File: src/chgctl_pkg.sv
// shared constants and types of the charger control register block
package chgctl_pkg;
  localparam logic [7:0] CTRL_ADDR  = 8'h0e;
  localparam logic [7:0] CTRL_RESET = 8'h1c;
  localparam logic [7:0] CTRL_WMASK = 8'hbe;
  localparam int BIT_OVR  = 7;
  localparam int BIT_RCHG = 5;
  localparam int BIT_POLL = 4;
  localparam int BIT_TE   = 3;
  localparam int BIT_TOP  = 2;
  localparam int BIT_HZ   = 1;
  localparam int CLK_MHZ      = 200;
  localparam int POLL_MS      = 2000;
  localparam int POLL_CYCLES  = POLL_MS * 1000 * CLK_MHZ;
  localparam logic [6:0] DEV_ADDR_DEF = 7'h35;
  typedef struct packed {
    logic       valid;
    logic [7:0] addr;
    logic [7:0] data;
  } chgctl_wr_type;
  typedef struct packed {
    logic source_valid;
    logic battery_present;
    logic timer_expired;
    logic ibat_below_term;
    logic topoff_done;
    logic vbat_below_recharge;
    logic vbat_below_min;
    logic boost_enable;
  } chgctl_sense_type;
  typedef struct packed {
    logic charge_on;
    logic buck_on;
    logic battery_switch_on;
    logic hz_state;
    logic absence_test;
    logic idle;
    logic timer_timeout_status;
    logic timer_fault;
    logic regs_reset;
  } chgctl_out_type;
  typedef enum logic [4:0] {
    CS_IDLE   = 5'h01,
    CS_CHARGE = 5'h02,
    CS_TOPOFF = 5'h04,
    CS_DONE   = 5'h08,
    CS_NOBAT  = 5'h10
  } chgctl_state_type;
  typedef enum logic [5:0] {
    IS_IDLE = 6'h01,
    IS_ADDR = 6'h02,
    IS_ACK  = 6'h04,
    IS_WR   = 6'h08,
    IS_RD   = 6'h10,
    IS_MACK = 6'h20
  } chgctl_i2c_state_type;
endpackage

File: src/chgctl_top.sv
// charger control register and the charge behaviour it steers
//
// Summary of operation
// - with the override bit set, a safety timer expiry does not stop charging.
// - every timer expiry raises the timeout status and timer fault outputs, override or not.
// - with override clear, an expiry resets the registers and forces the idle state.
// - with recharge disable and termination set, no automatic recharge occurs.
// - with polling clear, no further absence test follows a missing battery or full charge.
// - with polling set, an absence test repeats every 2 seconds while in the no-battery or charge-done state.
// - with no battery the buck stays on and the battery switch is off.
// - charging ends on low current only when termination is enabled.
// - top-off charging happens only while top-off enable is set.
// - a one in the high-impedance request bit puts the device in high impedance.
// - while boost is enabled the high-impedance request is disregarded.
// - clearing boost with the request still set re-enters high impedance.
// - the request bit clears when battery voltage is below the minimum threshold.
// - while battery voltage is below the minimum threshold, writes to the request bit are dropped.
`timescale 1ns/100ps
module chgctl_top #(
  parameter int         POLL_PERIOD = chgctl_pkg::POLL_CYCLES,
  parameter logic [6:0] DEV_ADDR    = chgctl_pkg::DEV_ADDR_DEF
) (
  input  wire logic                   CLOCK_I,
  input  wire logic                   SRST_I,
  input  wire logic                   SCL_I,
  input  wire logic                   SDA_I,
  output logic                        SDA_O,
  output logic                        SDA_OE_O,
  input  wire chgctl_pkg::chgctl_sense_type SENSE_I,
  output chgctl_pkg::chgctl_out_type  STATUS_O,
  output logic [7:0]                  CTRL_O
);
  import chgctl_pkg::*;

  typedef struct packed {
    chgctl_sense_type sync1;
    chgctl_sense_type sync2;
    chgctl_sense_type sync3;
    logic [7:0]       ctrl;
    chgctl_state_type st;
    logic [31:0]      poll_cnt;
    chgctl_out_type   outs;
  } chgctl_reg_type;

  chgctl_reg_type   r;
  chgctl_reg_type   next_r;
  chgctl_wr_type    wr;
  logic [7:0]       ptr;
  logic [7:0]       rd_data;
  logic [7:0]       wval;
  chgctl_sense_type s;
  logic             expiry;
  logic             hz;
  logic             polling;

  function automatic logic [7:0] ctrl_read(input logic [7:0] a, input logic [7:0] c);
    if (a == CTRL_ADDR) begin
      return c & CTRL_WMASK;
    end
    return 8'h00;
  endfunction

  chgctl_i2c #(
    .DEV_ADDR (DEV_ADDR)
  ) u_i2c (
    .clock_i   (CLOCK_I),
    .srst_i    (SRST_I),
    .scl_i     (SCL_I),
    .sda_i     (SDA_I),
    .sda_oe_o  (SDA_OE_O),
    .wr_o      (wr),
    .ptr_o     (ptr),
    .rd_data_i (rd_data)
  );

  // reserved bits read zero
  // masked read
  assign rd_data = ctrl_read(ptr, r.ctrl);
  assign SDA_O = 1'b0;

  always_comb begin
    next_r = r;
    wval = 8'h00;

    // sense inputs pass two flops
    next_r.sync1 = SENSE_I;
    next_r.sync2 = r.sync1;
    next_r.sync3 = r.sync2;
    s = r.sync2;
    expiry = s.timer_expired & ~r.sync3.timer_expired;

    next_r.outs.absence_test = 1'b0;
    next_r.outs.timer_timeout_status = 1'b0;
    next_r.outs.timer_fault = 1'b0;
    next_r.outs.regs_reset = 1'b0;

    // host write of the control register
    if (wr.valid && wr.addr == CTRL_ADDR) begin
      wval = wr.data & CTRL_WMASK;
      if (s.vbat_below_min) begin
        wval[BIT_HZ] = r.ctrl[BIT_HZ];
      end
      next_r.ctrl = wval;
    end

    if (s.vbat_below_min) begin
      next_r.ctrl[BIT_HZ] = 1'b0;
    end

    hz = r.ctrl[BIT_HZ] & ~s.boost_enable;

    // absence test polling
    polling = r.ctrl[BIT_POLL] &&
              (r.st == CS_NOBAT || r.st == CS_DONE);
    if (polling) begin
      if (r.poll_cnt == 32'h0) begin
        next_r.outs.absence_test = 1'b1;
        next_r.poll_cnt = 32'(POLL_PERIOD - 1);
      end else begin
        next_r.poll_cnt = r.poll_cnt - 32'h1;
      end
    end else begin
      next_r.poll_cnt = 32'(POLL_PERIOD - 1);
    end

    case (r.st)
      CS_IDLE: begin
        if (s.source_valid && !hz) begin
          if (s.battery_present) begin
            next_r.st = CS_CHARGE;
          end else begin
            next_r.st = CS_NOBAT;
          end
        end
      end
      CS_CHARGE: begin
        if (!s.battery_present) begin
          next_r.st = CS_NOBAT;
        end else if (s.ibat_below_term && r.ctrl[BIT_TE]) begin
          if (r.ctrl[BIT_TOP]) begin
            next_r.st = CS_TOPOFF;
          end else begin
            next_r.st = CS_DONE;
          end
        end
      end
      CS_TOPOFF: begin
        if (!s.battery_present) begin
          next_r.st = CS_NOBAT;
        end else if (s.topoff_done || !r.ctrl[BIT_TOP]) begin
          next_r.st = CS_DONE;
        end
      end
      CS_DONE: begin
        if (!s.battery_present) begin
          next_r.st = CS_NOBAT;
        end else if (s.vbat_below_recharge &&
                     !(r.ctrl[BIT_RCHG] && r.ctrl[BIT_TE])) begin
          next_r.st = CS_CHARGE;
        end
      end
      CS_NOBAT: begin
        if (r.ctrl[BIT_POLL] && r.outs.absence_test &&
            s.battery_present) begin
          next_r.st = CS_CHARGE;
        end
      end
      default: begin
        next_r.st = CS_IDLE;
      end
    endcase

    if (!s.source_valid) begin
      next_r.st = CS_IDLE;
    end

    // safety timer expiry
    if (expiry) begin
      next_r.outs.timer_timeout_status = 1'b1;
      next_r.outs.timer_fault = 1'b1;
      if (!r.ctrl[BIT_OVR]) begin
        next_r.ctrl = CTRL_RESET;
        next_r.outs.regs_reset = 1'b1;
        next_r.st = CS_IDLE;
      end
    end

    // registered drive of the power stage
    next_r.outs.hz_state = hz;
    next_r.outs.idle = (next_r.st == CS_IDLE);
    next_r.outs.charge_on = !hz &&
      (next_r.st == CS_CHARGE || next_r.st == CS_TOPOFF);
    next_r.outs.buck_on = s.source_valid && !hz;
    next_r.outs.battery_switch_on = (next_r.st != CS_NOBAT) && !hz;
  end

  always_ff @(posedge CLOCK_I) begin
    if (SRST_I) begin
      r.sync1 <= '0;
      r.sync2 <= '0;
      r.sync3 <= '0;
      r.ctrl <= CTRL_RESET;
      r.st <= CS_IDLE;
      r.poll_cnt <= 32'h0;
      r.outs <= '{idle: 1'b1, default: 1'b0};
    end else begin
      r <= next_r;
    end
  end

  assign STATUS_O = r.outs;
  assign CTRL_O = r.ctrl;
endmodule // chgctl_top

File: src/chgctl_i2c.sv
// i2c slave reaching the control register, oversampled on the system clock
`timescale 1ns/100ps
module chgctl_i2c #(
  parameter logic [6:0] DEV_ADDR = chgctl_pkg::DEV_ADDR_DEF
) (
  input  wire logic                      clock_i,
  input  wire logic                      srst_i,
  input  wire logic                      scl_i,
  input  wire logic                      sda_i,
  output logic                           sda_oe_o,
  output chgctl_pkg::chgctl_wr_type      wr_o,
  output logic [7:0]                     ptr_o,
  input  wire logic [7:0]                rd_data_i
);
  import chgctl_pkg::*;
  typedef struct packed {
    logic [1:0]           scl_s;
    logic [1:0]           sda_s;
    logic                 scl_d;
    logic                 sda_d;
    chgctl_i2c_state_type st;
    logic [7:0]           sh;
    logic [3:0]           cnt;
    logic                 rw;
    logic                 first;
    logic [7:0]           ptr;
    logic                 oe;
    chgctl_wr_type        wr;
  } chgctl_i2c_reg_type;
  chgctl_i2c_reg_type r;
  chgctl_i2c_reg_type next_r;
  logic scl;
  logic sda;
  logic rise;
  logic fall;
  always_comb begin
    next_r = r;
    scl = r.scl_s[1];
    sda = r.sda_s[1];
    rise = scl & ~r.scl_d;
    fall = ~scl & r.scl_d;
    next_r.scl_s = {r.scl_s[0], scl_i};
    next_r.sda_s = {r.sda_s[0], sda_i};
    next_r.scl_d = scl;
    next_r.sda_d = sda;
    next_r.wr.valid = 1'b0;
    if (rise && r.st != IS_MACK) begin
      next_r.sh = {r.sh[6:0], sda};
      next_r.cnt = r.cnt + 4'h1;
    end
    case (r.st)
      IS_ADDR: begin
        if (fall && r.cnt == 4'h8) begin
          if (r.sh[7:1] == DEV_ADDR) begin
            next_r.rw = r.sh[0];
            next_r.oe = 1'b1;
            next_r.st = IS_ACK;
          end else begin
            next_r.st = IS_IDLE;
          end
        end
      end
      IS_ACK: begin
        if (fall) begin
          next_r.cnt = 4'h0;
          if (r.rw) begin
            next_r.sh = rd_data_i;
            next_r.oe = ~rd_data_i[7];
            next_r.st = IS_RD;
          end else begin
            next_r.oe = 1'b0;
            next_r.st = IS_WR;
          end
        end
      end
      IS_WR: begin
        if (fall && r.cnt == 4'h8) begin
          next_r.oe = 1'b1;
          next_r.st = IS_ACK;
          next_r.first = 1'b0;
          if (r.first) begin
            next_r.ptr = r.sh;
          end else begin
            next_r.wr = '{valid: 1'b1, addr: r.ptr, data: r.sh};
            next_r.ptr = r.ptr + 8'h01;
          end
        end
      end
      IS_RD: begin
        if (fall) begin
          if (r.cnt == 4'h8) begin
            next_r.oe = 1'b0;
            next_r.st = IS_MACK;
          end else begin
            next_r.oe = ~r.sh[7];
          end
        end
      end
      IS_MACK: begin
        if (rise && sda) begin
          next_r.st = IS_IDLE;
        end else if (fall) begin
          next_r.ptr = r.ptr + 8'h01;
          next_r.st = IS_ACK;
          next_r.rw = 1'b1;
        end
      end
      default: begin
        next_r.oe = 1'b0;
      end
    endcase
    if (scl && r.sda_d && !sda) begin
      next_r.st = IS_ADDR;
      next_r.cnt = 4'h0;
      next_r.first = 1'b1;
      next_r.oe = 1'b0;
    end else if (scl && !r.sda_d && sda) begin
      next_r.st = IS_IDLE;
      next_r.oe = 1'b0;
    end
  end
  always_ff @(posedge clock_i) begin
    if (srst_i) begin
      r <= '{scl_s: 2'h3, sda_s: 2'h3, scl_d: 1'b1, sda_d: 1'b1, st: IS_IDLE,
             sh: 8'h00, cnt: 4'h0, rw: 1'b0, first: 1'b0, ptr: 8'h00, oe: 1'b0,
             wr: '0};
    end else begin
      r <= next_r;
    end
  end
  assign sda_oe_o = r.oe;
  assign wr_o = r.wr;
  assign ptr_o = r.ptr;
endmodule // chgctl_i2c

File: config.mk
export PLATFORM = sky130hd
export DESIGN_NAME = chgctl_top
export DESIGN_NICKNAME = d
export VERILOG_FILES = /design/src/chgctl_pkg.sv /design/src/chgctl_top.sv /design/src/chgctl_i2c.sv
export SDC_FILE = /design/constraint.sdc
export NUM_CORES = 1
export LEC_CHECK = 0
export ABC_AREA = 1
export BUFFER_PORTS_ARGS = -buffer_cell sky130_fd_sc_hd__buf_2
export CORE_MARGIN = 3
export CORE_UTILIZATION = 55
export CTS_BUF_LIST = sky130_fd_sc_hd__clkbuf_8
export CTS_CLUSTER_SIZE = 25
export DETAILED_ROUTE_END_ITERATION = 12
export GPL_ROUTABILITY_DRIVEN = 1
export PLACE_DENSITY = 0.74
export REMOVE_ABC_BUFFERS = 1
export SLEW_MARGIN = 25
export SYNTH_ARGS = -nofsm -noshare
export SYNTH_HDL_FRONTEND = slang
export SYNTH_SLANG_ARGS = --single-unit
File: constraint.sdc
create_clock -name CLOCK_I -period 2.3 [get_ports CLOCK_I]
set_clock_uncertainty 0.2 [all_clocks]
set_input_delay 0 -clock CLOCK_I [delete_from_list [all_inputs] [get_ports CLOCK_I]]
set_output_delay 0 -clock CLOCK_I [all_outputs]
set_load 0.01 [all_outputs]
==> results by group <==
Status
  – Status: finished, final reports clean

Setup path
  – Reg2reg end: r[40]$_SDFF_PP0_
  – CP required: 2.42 ns
  – CP startpoint: r[9]$_SDFF_PP0_
  – RR Startpoint: r[9]$_SDFF_PP0_
  – Startpoint Class: register
  – Crit-path max FO: 10
  – Critical Path Slowest Stage Cell: dfxtp_1
  – Crit path cell chain: inv_1 -> ha_1 -> nand2_2 -> nor2_8 -> nand3_4 -> nor2_4 -> nand2_2 -> nand2_4 -> inv_4 -> nand2_8 -> nor2_2
  – Arr. time, crit path: roughly 2.0 ns
  – CP Class: register to register
  – Reg2reg setup slack: around 0.42 ns
  – Worst reg2reg path depth: 11
  – CP endpoint kind: register
  – CP peak stage delay: ~0.30 ns
  – Most frequent CP cell: nand2_2

Detailed routing
  – Avg WL per Cell: approximately 13 um
  – Mean number of vias per cell: between 5 and 6
  – Initial DRC Count: ~260
  – Post-route ant nets: 0
  – Total wire length: roughly 13000 um
  – Vias: ~5100
  – TritonRoute pass-1 iters: 5
  – Residual DRC: 0

Power and ir drop
  – Max IR drop VDD: between 0.4 and 0.5 mV
  – Static leakage: roughly 3 nW
  – Power Density: between 600 and 700 nW/um^2

Final layout
  – Antenna cell count: 0
  – Layout cells sized above 1: between 10% and 20%
  – Finished Cell Area: between 6000 and 7000 um^2
  – Area Overhead vs Synth: 12.1%
  – Commonest cells after routing, fill and taps aside: nand2_1 (133), dfxtp_1 (120), nor2_1 (110)
  – Final #Nets: 864
  – Most common cell after layout, fill and taps aside: nand2_1

Worst hold path
  – HP Class: input pin to register
  – Hold Path End: u_i2c.next_r[51]$_SDFF_PP1_
  – Min-delay src: SCL_I
  – Hold Path Depth: 3

Floorplanning
  – Die width: about 110 um
  – Core area: between 10000 and 15000 um^2
  – Die H: between 100 and 150 um
  – Starting Density: 56.8%
  – Row count: 37
  – Die area: 12000 um^2
  – Total I/O pin count: 31

Timing
  – Setup_tns: 0 ns
  – Final worst path period need: 1.88 ns
  – Final hold vios: 0
  – RSZ-0062 raised after global routing: false
  – Final period utilization: between 80% and 90%
  – Final-report max-slew violation count: 0
  – Fin Hold WS: roughly 0.081 ns
  – Max frequency: ~0.53 GHz
  – Final setup vio count: 0
  – Slew HR: between 60% and 70%
  – Least-Margin Pin Slew: ~0.54 ns

Synthesis
  – Synth Warn #: 0
  – Ys async rst share: 0%
  – Leading post-synthesis cells by cell area: dfxtp_1 (41%), nand2_1 (8.5%), nor2_1 (7.0%)
  – Avg Cell Area, Syn: between 7 and 8 um^2
  – Synthesized area: 5890 um^2
  – Post-synthesis sequential area ratio: 40.8%
  – Mapped Cells: slightly above 800
  – Top cell type's share of synthesized area: approximately 40%
  – Most used DFF post-synth: dfxtp_1
  – Post-synth EDFFs: 0
  – Post-synth top area cell: dfxtp_1
  – #FFs+latches synth: 120
  – Synth cell types: 43

Clocking
  – Setup Fix Bufs, Post-CTS: 0
  – Clock Pin Slew Worst Setup and Hold Paths: approximately 0.070 ns
  – Clock tree buffer depth: 2
  – Number of CTS-inserted buffers: 17
  – Clock Latency Late Sink: 0.43 ns
  – CTS sink count: 120
  – CTS tree: done
  – Root Driver: clkbuf_8
  – H-tree depth: 4

Global route
  – Global router's overall resource usage: between 20% and 30%
  – Pin count of the biggest net entering global routing: approximately 50
  – Overflow after GRT: 0
  – Initial antenna violation count: 0
  – Vias in the first global route: between 4000 and 5000
  – First-pass GRT wire length: ~21000 um

Run
  – Max cap viols: 0

Place
  – Placer congestion estimate: around 0.86
  – Port bufs: 29
  – DP Area: about 6000 um^2
  – Post-DP HPWL: between 9000 and 10000 um
## critical path, delay by kind of cell, from the launching register on
family | cells | cell delay [ns]
adder cells (fa/ha/maj) | 1 | 0.24
buffers and inverters | 2 | 0.17
flip-flops | 1 | 0.30
AND/OR/NAND/NOR | 8 | 0.87
## worst max path at each step
stage                                   to  slack [ns]  depth (start not counted)
3_5_place_dp              r[40]$_SDFF_PP0_        0.41                         11
3_3_place_gp              r[38]$_SDFF_PP0_        0.50                         11
2_1_floorplan  u_i2c.wr_o[10]$_SDFFE_PP0P_        0.28                          7
6_report                  r[40]$_SDFF_PP0_        0.42                         11
4_1_cts                   r[40]$_SDFF_PP0_        0.40                         11
5_1_grt                   r[27]$_SDFF_PP0_        0.27                          7
## metal layers
metal	wire length, um	GRT usage [%]	part of all wire [%]
met2	6050	37.8	48
met1	5620	26.8	45
met5	0	0	0
met3	651	5.52	5.2
met4	246	9.97	2.0
## registers in the layout (all words and copies together) (netlist names)
name and cells:
u_i2c.wr_o 15, next_r 16, u_i2c.r 22, r 38, u_i2c.ptr_o 8, u_i2c.next_r 4, CTRL_O 8, u_i2c.sda_oe_o 1
STATUS_O 8
## logic make-up after synthesis
| family | share of synthesized area (%) |
|---|---|
| buffers and inverters | 11.6 |
| AOI/OAI and AO/OA | 11.2 |
| DFF | 40.8 |
| and+or+nand+nor | 31.9 |
| other | 0.0637 |
| adders and majority gates | 1.06 |
| xor gates and xnor gates | 3.42 |
## stage by stage
stage               setup WS, ns  cells  power (W)  util [%]
floorplan                  0.277    774    0.00236         -
global placement           0.501    945    0.00243      58.1
detailed placement         0.414    945    0.00244      58.1
CTS                        0.397    994    0.00436      63.7
global route               0.275    994    0.00449      63.7
finish                     0.417    994    0.00431      63.7
## synth_stat cells, types with 2 or more instances
cell type and number:
nor2_2 23, or2_2 8, inv_1 107, dfxtp_1 120, xnor2_1 11, nand4_1 14
buf_2 4, nand3_1 41, nand2_4 3, a21oi_2 5, o21ai_1 20, nor2_1 110
nand3_2 6, buf_6 2, a21oi_1 42, nor4_1 2, nand2_1 133, nand2_2 12
clkbuf_1 9, xor2_1 12, ha_1 5, inv_2 10, inv_4 2, nor3_1 16
buf_4 20, o211ai_1 7, o21ai_0 39, nor2_4 10, nand3b_1 3
## final cells by class
type | instances | area (um^2)
Clock buffer | 19 | 262
Clock inverter | 11 | 133
Fill cell | 908 | 3760
Inverter | 119 | 452
Multi-Input combinational cell | 535 | 2810
Sequential cell | 120 | 2400
Tap cell | 136 | 170
Timing Repair Buffer | 54 | 380
## report_power, final
group	total (W)	switching, W	internal (W)
sequential	0.00217	0.0000438	0.00213
combinational	0.000248	0.000151	0.0000969
clock	0.00189	0.000793	0.00110
## repair_timing
action	4_1_cts	5_1_grt
endpoints found under the hold margin	47	0
hold buffers	19	0
gates resized for setup	0	0
Power figures use the tool's default switching activity.
